==> src/hdl/ccb_defines.vh <==
/*
 * Constants for the call / clear / bit-test execution block:
 * opcode patterns, operand field positions and reset values.
 * Assumes 14-bit instruction words and a 13-bit program counter.
 */
`ifndef CCB_DEFINES_VH
`define CCB_DEFINES_VH

// Opcode match values (upper bits of the instruction word)
`define CCB_OP_BTSS_HI     4'h7
`define CCB_OP_CLEAR_HI    7'h03
`define CCB_OP_CALL_HI     3'h4
// Lowest bit of each opcode match field
`define CCB_OP_BTSS_LSB    10
`define CCB_OP_CLEAR_LSB   7
`define CCB_OP_CALL_LSB    11
// Operand field positions
`define CCB_F_ADDR_MSB     6
`define CCB_F_ADDR_LSB     0
`define CCB_F_BIT_MSB      9
`define CCB_F_BIT_LSB      7
`define CCB_F_K_MSB        10
`define CCB_F_K_LSB        0
`define CCB_LATH_HI_MSB    4
`define CCB_LATH_HI_LSB    3
// Reset values
`define CCB_PC_RST         13'h0000
`define CCB_INSN_NOP       14'h0000
`define CCB_ZERO_DATA      8'h00
`define CCB_FILE_ADDR_RST  7'h00

`endif

==> src/hdl/ccb_decode.v <==
/*
 * Combinational instruction decoder for the call / clear / bit-test
 * block. Pure logic; the caller registers everything it drives out.
 */
`timescale 1ns/100ps
`default_nettype none
`include "ccb_defines.vh"

module ccb_decode #(
    parameter IW = 14
) (
    // Instruction word
    input  wire [IW-1:0] i_insn,
    // Decoded class and operands
    output wire          o_is_btss,
    output wire          o_is_clear,
    output wire          o_is_call,
    output wire [6:0]    o_faddr,
    output wire [2:0]    o_bitsel,
    output wire [10:0]   o_target
);

    // Opcode classes
    assign o_is_btss  = (i_insn[IW-1:`CCB_OP_BTSS_LSB] == `CCB_OP_BTSS_HI);
    assign o_is_clear = (i_insn[IW-1:`CCB_OP_CLEAR_LSB] == `CCB_OP_CLEAR_HI);
    assign o_is_call  = (i_insn[IW-1:`CCB_OP_CALL_LSB] == `CCB_OP_CALL_HI);

    // Operand fields
    assign o_faddr  = i_insn[`CCB_F_ADDR_MSB:`CCB_F_ADDR_LSB];
    assign o_bitsel = i_insn[`CCB_F_BIT_MSB:`CCB_F_BIT_LSB];
    assign o_target = i_insn[`CCB_F_K_MSB:`CCB_F_K_LSB];

endmodule
`default_nettype wire

==> src/hdl/ccb_exec.v <==
/*
 * Execution unit for bit_test_skip_when_set, clear_file_register and
 * subroutine call of an 8-bit core with 14-bit instruction words.
 * Assumes: the fetch stage presents one instruction per cycle with
 * a valid strobe; file register read data for the word's own address
 * arrives in the same cycle as the word; stack, file space and flags
 * live outside.
 * Limitation: a clear leaves its write a cycle after its word, so the
 * outer file logic must forward it to a bit test that directly follows.
 */
`timescale 1ns/100ps
`default_nettype none
`include "ccb_defines.vh"

module ccb_exec #(
    parameter PCW = 13,
    parameter IW  = 14
) (
    // Clock and reset
    input  wire           i_clk,
    input  wire           i_rst_n,
    // Fetched instruction
    input  wire [IW-1:0]  i_insn,
    input  wire           i_insn_valid,
    input  wire [PCW-1:0] i_pc,
    // File register read data for the address field of i_insn
    input  wire [7:0]     i_file_rdata,
    // Program counter high latch register
    input  wire [7:0]     i_pc_high_latch,
    // File register write port
    output reg  [6:0]     o_file_addr,
    output reg            o_file_we,
    output reg  [7:0]     o_file_wdata,
    // Status zero flag set strobe
    output reg            o_zero_set,
    // Stack push
    output reg            o_stack_push,
    output reg  [PCW-1:0] o_top_of_stack,
    // Program counter load
    output reg            o_pc_load,
    output reg  [PCW-1:0] o_pc_target,
    // Fetch pipeline control
    output reg            o_flush,
    output reg            o_busy
);

    // ************************************************************
    // Reset synchroniser
    // ************************************************************
    reg rst_meta;
    reg rst_sync_n;

    // Async assert, two-flop release
    always @(posedge i_clk or negedge i_rst_n) begin
        if (!i_rst_n) begin
            rst_meta   <= 1'b0;
            rst_sync_n <= 1'b0;
        end else begin
            rst_meta   <= 1'b1;
            rst_sync_n <= rst_meta;
        end
    end

    // ************************************************************
    // Decode
    // ************************************************************
    wire        is_btss;
    wire        is_clear;
    wire        is_call;
    wire [6:0]  faddr;
    wire [2:0]  bitsel;
    wire [10:0] target;

    ccb_decode #(
        .IW (IW)
    ) u_dec (
        .i_insn    (i_insn),
        .o_is_btss (is_btss),
        .o_is_clear (is_clear),
        .o_is_call (is_call),
        .o_faddr   (faddr),
        .o_bitsel  (bitsel),
        .o_target  (target)
    );

    // Selected bit of the addressed file register
    function sel_bit;
        input [7:0] data;
        input [2:0] idx;
        begin
            sel_bit = data[idx];
        end
    endfunction

    // ************************************************************
    // Execute
    // ************************************************************
    // Second cycle of a call or taken skip: the prefetched word is
    // dead, so nothing in it may execute.
    reg  kill;
    wire live = i_insn_valid && !kill;

    reg            next_kill;
    reg            next_file_we;
    reg  [7:0]     next_file_wdata;
    reg            next_zero_set;
    reg            next_push;
    reg  [PCW-1:0] next_top_of_stack;
    reg            next_pc_load;
    reg  [PCW-1:0] next_pc_target;

    // Next-state logic for the three instructions
    always @* begin
        next_kill       = 1'b0;
        next_file_we    = 1'b0;
        next_file_wdata = `CCB_ZERO_DATA;
        next_zero_set   = 1'b0;
        next_push       = 1'b0;
        next_top_of_stack = o_top_of_stack;
        next_pc_load    = 1'b0;
        next_pc_target  = o_pc_target;
        if (live) begin
            if (is_btss && sel_bit(i_file_rdata, bitsel)) begin
                next_kill = 1'b1;
            end else if (is_clear) begin
                next_file_we    = 1'b1;
                next_file_wdata = `CCB_ZERO_DATA;
                next_zero_set   = 1'b1;
            end else if (is_call) begin
                next_push      = 1'b1;
                next_top_of_stack = i_pc + {{(PCW-1){1'b0}}, 1'b1};
                next_pc_load   = 1'b1;
                next_pc_target = {i_pc_high_latch[`CCB_LATH_HI_MSB:`CCB_LATH_HI_LSB],
                                  target};
                next_kill      = 1'b1;
            end
        end
    end

    // ************************************************************
    // Sequencing
    // ************************************************************
    // Kill marks the dead second cycle. It never stands two cycles in
    // a row, because a killed word can not start a new kill itself.
    always @(posedge i_clk or negedge rst_sync_n) begin
        if (!rst_sync_n) begin
            kill <= 1'b0;
        end else begin
            kill <= next_kill;
        end
    end

    // ************************************************************
    // File register write port and zero flag
    // ************************************************************
    // Address follows every word so the outer file logic always sees
    // where the last word pointed; only the strobe qualifies it.
    always @(posedge i_clk or negedge rst_sync_n) begin
        if (!rst_sync_n) begin
            o_file_addr  <= `CCB_FILE_ADDR_RST;
            o_file_we    <= 1'b0;
            o_file_wdata <= `CCB_ZERO_DATA;
            o_zero_set   <= 1'b0;
        end else begin
            o_file_addr  <= faddr;
            o_file_we    <= next_file_we;
            o_file_wdata <= next_file_wdata;
            o_zero_set   <= next_zero_set;
        end
    end

    // ************************************************************
    // Stack push
    // ************************************************************
    // Return address holds after the pulse; the stack only looks at
    // it while the push strobe is high.
    always @(posedge i_clk or negedge rst_sync_n) begin
        if (!rst_sync_n) begin
            o_stack_push   <= 1'b0;
            o_top_of_stack <= `CCB_PC_RST;
        end else begin
            o_stack_push   <= next_push;
            o_top_of_stack <= next_top_of_stack;
        end
    end

    // ************************************************************
    // Program counter load
    // ************************************************************
    // Push and load share one cycle. The outer logic must apply the
    // push before the new value reaches the program counter, or the
    // stack would save the jump target instead of the return address.
    always @(posedge i_clk or negedge rst_sync_n) begin
        if (!rst_sync_n) begin
            o_pc_load   <= 1'b0;
            o_pc_target <= `CCB_PC_RST;
        end else begin
            o_pc_load   <= next_pc_load;
            o_pc_target <= next_pc_target;
        end
    end

    // ************************************************************
    // Fetch pipeline control
    // ************************************************************
    // Flush and busy are one event seen from two sides: flush tells
    // fetch to drop its word, busy marks the inserted no-operation.
    always @(posedge i_clk or negedge rst_sync_n) begin
        if (!rst_sync_n) begin
            o_flush <= 1'b0;
            o_busy  <= 1'b0;
        end else begin
            o_flush <= next_kill;
            o_busy  <= next_kill;
        end
    end

endmodule
`default_nettype wire

==> config.mk <==
export PLATFORM = sky130hd
export DESIGN_NAME = ccb_exec
export DESIGN_NICKNAME = d
export VERILOG_FILES = /design/src/hdl/ccb_decode.v /design/src/hdl/ccb_exec.v
export VERILOG_INCLUDE_DIRS = /design/src /design/src/hdl
export SDC_FILE = /design/constraint.sdc
export NUM_CORES = 1
export LEC_CHECK = 0
export BUFFER_PORTS_ARGS = -buffer_cell sky130_fd_sc_hd__buf_2
export CORE_AREA = 2 2 65 67
export DETAILED_ROUTE_END_ITERATION = 10
export DIE_AREA = 0 0 67 69
export GPL_ROUTABILITY_DRIVEN = 1
export PLACE_DENSITY_LB_ADDON = 0.2
export SLEW_MARGIN = 30
export SYNTH_ARGS = -nofsm -noshare
export SYNTH_HDL_FRONTEND = slang
export SYNTH_SLANG_ARGS = --single-unit
export TNS_END_PERCENT = 5
==> constraint.sdc <==
create_clock -name i_clk -period 1.4 [get_ports i_clk]
set_input_delay 0.28 -clock i_clk [delete_from_list [all_inputs] [get_ports i_clk]]
set_output_delay 0.28 -clock i_clk [all_outputs]
set_load 0.05 [all_outputs]
==> Word-level counts from Yosys, hierarchy flattened <==
Index checks and enable logic that the tools add are counted.
{ "totals": {"out_inout_bits": 47, "inputBits": 46, "ff_bits": 38} }
{ "classes": {"bitwise": 2, "n_eq_ne": 3, "n_addsub": 1, "n_reduce_logical": 4, "muxes": 11, "order_cmp": 1} }
{ "op_table": {"columns": ["op", "n"], "rows": [
  ["$add A13 B1 Y13 const B", 1],
  ["$mux W1", 10],
  ["$eq A7 B2 Y1 const B", 1],
  ["$eq A4 B3 Y1 const B", 1],
  ["$lt A3 B4 Y1 const B", 1],
  ["$reduce_and A4 Y1", 1],
  ["$bmux W1 S3", 1],
  ["$eq A3 B3 Y1 const B", 1],
  ["$logic_and A1 B1 Y1", 2],
  ["$not A1 Y1", 2],
  ["$logic_not A1 Y1", 1]
]} }

==> Depth between registers and ports, before layout <==
{ "depth": {"depth_word": 5, "depth_mapped": 5, "ltp_nobuf": 5} }

==> By module <==
Synthesis repeated with hierarchy kept, for this count alone.
{ "hier_totals": {"cells_unflattened": 152, "area_unflattened_um2": 1951.9} }
{ "modules_own_cells": {"columns": ["module", "seq_area_each_um2", "n_inst", "cells_each", "area_per_inst_um2"], "rows": [
  ["ccb_exec", 950.9, 1, 126, 1755.4],
  ["ccb_decode", 0.0, 1, 26, 196.4]
]} }

==> Least setup slack after synthesis <==
No wires, ideal clock.
{ "synth_timing": {"path_kind": "register to register", "from": "register o_busy (netlist name)", "to": "register o_pc_target[0]", "n_path_buf": 1, "arrival_time_ns": 1.418, "required_ns": 1.275, "setup_time_ns": 0.125, "stages_incl_launch_ff": 5, "path_slack_ns": -0.143, "period_less_slack_ns": 1.543, "path_cell_list": "dfrtp_1 -> nor2b_1 -> nand3_1 -> buf_2 -> mux2_2"} }
{ "synth_rtl": {"columns": ["item", "line", "source"], "rows": [
  ["to (signal assigned)", "ccb_exec.v:196", "o_pc_target <= `CCB_PC_RST;"],
  ["to (signal assigned)", "ccb_exec.v:199", "o_pc_target <= next_pc_target;"],
  ["to (decl)", "ccb_exec.v:41", "output reg [PCW-1:0] o_pc_target,"]
]} }

==> flow_summary.json <==
{
  "outcome": "finished, final reports clean",
  "cts_max_level": 2,
  "yosysUniqueCellTypes": 29,
  "globalRouteMet1Util": 0.158,
  "drc": 0,
  "row_count": 23,
  "fin_tns_setup_ns": 0,
  "placed_cells": 262,
  "power_density_mw_per_mm2": 1530,
  "max_freq_mhz": 776,
  "setup_viol": 0,
  "grt_start_max_net_pins": 37,
  "setup_ws_ns": 0.112,
  "hold_viol": 0,
  "hp-class": "in -> reg",
  "synth-seq-area-share": 0.572,
  "rsz0062_at_grt": "false",
  "num_antenna_cells": 0,
  "wirelength_mm": 3.18,
  "slew_violations": 0,
  "core-area_mm2": 0.00391,
  "power.leakage_nw": 1.11,
  "num_vias": 1262,
  "portBuffers": 78,
  "grt_use_met2": 0.268,
  "overflow": 0,
  "routed_via_density": 4.67,
  "regArea_um2": 952,
  "cp-end-kind": "register",
  "die_height_um": 69,
  "period_needed_ns": 1.29,
  "ys_warn_count": 0,
  "die_x_um": 67,
  "netlist_instances": 138,
  "slowest_stage": "dfrtp_2",
  "grt_pass1_wl_mm": 5.31,
  "numCtsBuffers": 5,
  "crit_chain": "nor2b_2 > nand3_1 > buf_4 > mux2_2",
  "drv_cap": 0,
  "grt_use_met3": 0.0522,
  "skew_ns": 0.00649,
  "cts_root_buf": "clkbuf_8",
  "dr.first_iter.drc_count": 63,
  "ys_ff_latch": 38,
  "pin_count": 93,
  "fin_cells": 270,
  "cpPeakStageDelay_ns": 0.41,
  "drtAntennaViolNets": 0,
  "post-cts-setup-buffer-count": 0,
  "busiest_layer": "met2",
  "area_growth_pct": 30.5,
  "cp.arrival_ns": 1.45,
  "syn_area_per_cell_um2": 12.0,
  "nFillCells": 361,
  "drive_above_1_share": 0.500,
  "multi_input_area_um2": 633,
  "worstSkewPairLatency_ns": 0.28,
  "layout_common_cells": "buf_2, dfrtp_1, nand2_1",
  "start_util": 0.425,
  "numClockSinks": 38,
  "path_class": "reg -> reg",
  "layout_commonest_cell": "buf_2",
  "die_area_mm2": 0.00462,
  "crit_required_ns": 1.56,
  "critPathMaxFanout": 28,
  "pre_cts_ws_ns": 0.00243,
  "grt_pass1_vias": 1242,
  "holdWs_ns": 0.118,
  "ir_worst_vdd_v": 0.000762,
  "drtPass1Iterations": 4,
  "cts_tree": "done",
  "wl_per_cell_um": 11.8,
  "hold_path_startpoint": "i_insn[0]",
  "grt.total_usage": 0.149,
  "worst_r2r_startpoint": "o_busy$_DFF_PN0_",
  "period_share": 0.920,
  "clock_path_buffers": 2,
  "hpwl_mm": 2.54,
  "cp-start-kind": "register",
  "syn-cell-area_mm2": 0.00166,
  "gp_congestion": 0.768,
  "cts.clk_slew.worst_paths_ns": 0.07,
  "crit_path_start": "o_busy$_DFF_PN0_",
  "antenna_found_initial": 0,
  "nets": 266
}
[sequential cells by signal (all words and copies together), names as in the netlist]
register        count
o_busy              1
o_file_addr         7
o_pc_target        13
o_stack_push        1
o_top_of_stack     13
o_zero_set          1
rst_meta            1
rst_sync_n          1
[worst max-delay path: cells and delay by family (launching register included)]
kind,cells,cell delay (ns)
buffers and inverters,1,0.23
flip-flops,1,0.41
multiplexers,1,0.29
AND/OR/NAND/NOR,2,0.23
[per-layer routing]
layer / vias to the layer above / wire length, µm
met5: - / 0
met4: 0 / 33
met3: 4 / 244
met2: 51 / 1630
met1: 596 / 1270
li1: 611 / -
[final cells by class]
| cell class | count | share of cell area |
|---|---|---|
| multi-input combinational | 90 | 0.292 |
| timing repair buffer | 82 | 0.195 |
| clock inverter | 1 | 0.00231 |
| tap | 50 | 0.0288 |
| inverter | 2 | 0.00346 |
| clock buffer | 7 | 0.0398 |
| sequential | 38 | 0.439 |
[report_power, final]
part	total, mW	leakage [nW]	switching (mW)	internal, mW
Sequential	1.36	0.464	0.0818	1.28
Combinational	1.22	0.596	0.921	0.296
Clock	0.744	0.0482	0.347	0.397
[cells by family after synthesis]
kind of cell,share of synthesized area
simple gates,0.127
flops,0.572
buf+inv,0.0647
compound gates,0.0557
mux,0.111
xor+xnor,0.0579
other cells,0.00452
fa+ha+maj,0.00752
[final timing paths]
check / end / slack, ns / cells after the start
max reg2reg: o_pc_target[9]$_DFFE_PN0P_ / 0.11 / 4
min reg2reg: o_pc_target[11]$_DFFE_PN0P_ / 0.27 / 1
min in group asynchronous: o_pc_target[11]$_DFFE_PN0P_ / 0.27 / 1
max: o_pc_target[9]$_DFFE_PN0P_ / 0.11 / 4
max in group asynchronous: o_busy$_DFF_PN0_ / 0.79 / 1
min: o_file_addr[0]$_DFF_PN0_ / 0.12 / 1
[cell usage after synthesis]
master / count / area, µm²
or2b_1: 1 / 7.51
a211oi_1: 1 / 7.51
and3_2: 1 / 7.51
nor3_1: 1 / 5.00
nor4_2: 1 / 12.5
xor2_1: 5 / 43.8
ha_1: 1 / 12.5
o41ai_1: 1 / 8.76
a2111oi_0: 1 / 8.76
nor2_1: 4 / 15.0
nand4b_1: 1 / 8.76
mux2_2: 14 / 158
clkbuf_1: 2 / 7.51
dfrtp_1: 38 / 951
inv_1: 2 / 7.51
o21ai_0: 10 / 50.1
o21ai_2: 2 / 17.5
nand4_1: 2 / 12.5
nand2_1: 16 / 60.1
buf_2: 2 / 10.0
conb_1: 2 / 7.51
xnor2_1: 6 / 52.6
nor3b_1: 1 / 7.51
buf_4: 11 / 82.6
nand4_2: 1 / 12.5
nand3_1: 4 / 20.0
mux4_1: 1 / 26.3
nor2b_1: 5 / 31.3
and4_4: 1 / 11.3
[stage by stage]
| stage | instance area, µm² | utilization | power (mW) |
|---|---|---|---|
| 2_1_floorplan | 1690 | - | 2.31 |
| 3_3_place_gp | 2070 | 0.530 | 2.59 |
| 3_5_place_dp | 2070 | 0.530 | 2.61 |
| 4_1_cts | 2170 | 0.556 | 3.37 |
| 5_1_grt | 2170 | 0.554 | 3.50 |
| 6_report | 2170 | 0.554 | 3.32 |
[what timing repair did]
item                                    CTS  global route
hold endpoints to repair                  2             0
endpoints found under the setup margin    0            10
hold buffers                              1             0
gates resized for setup                   0             1
Note: power is estimated with default switching activity, not from simulation.
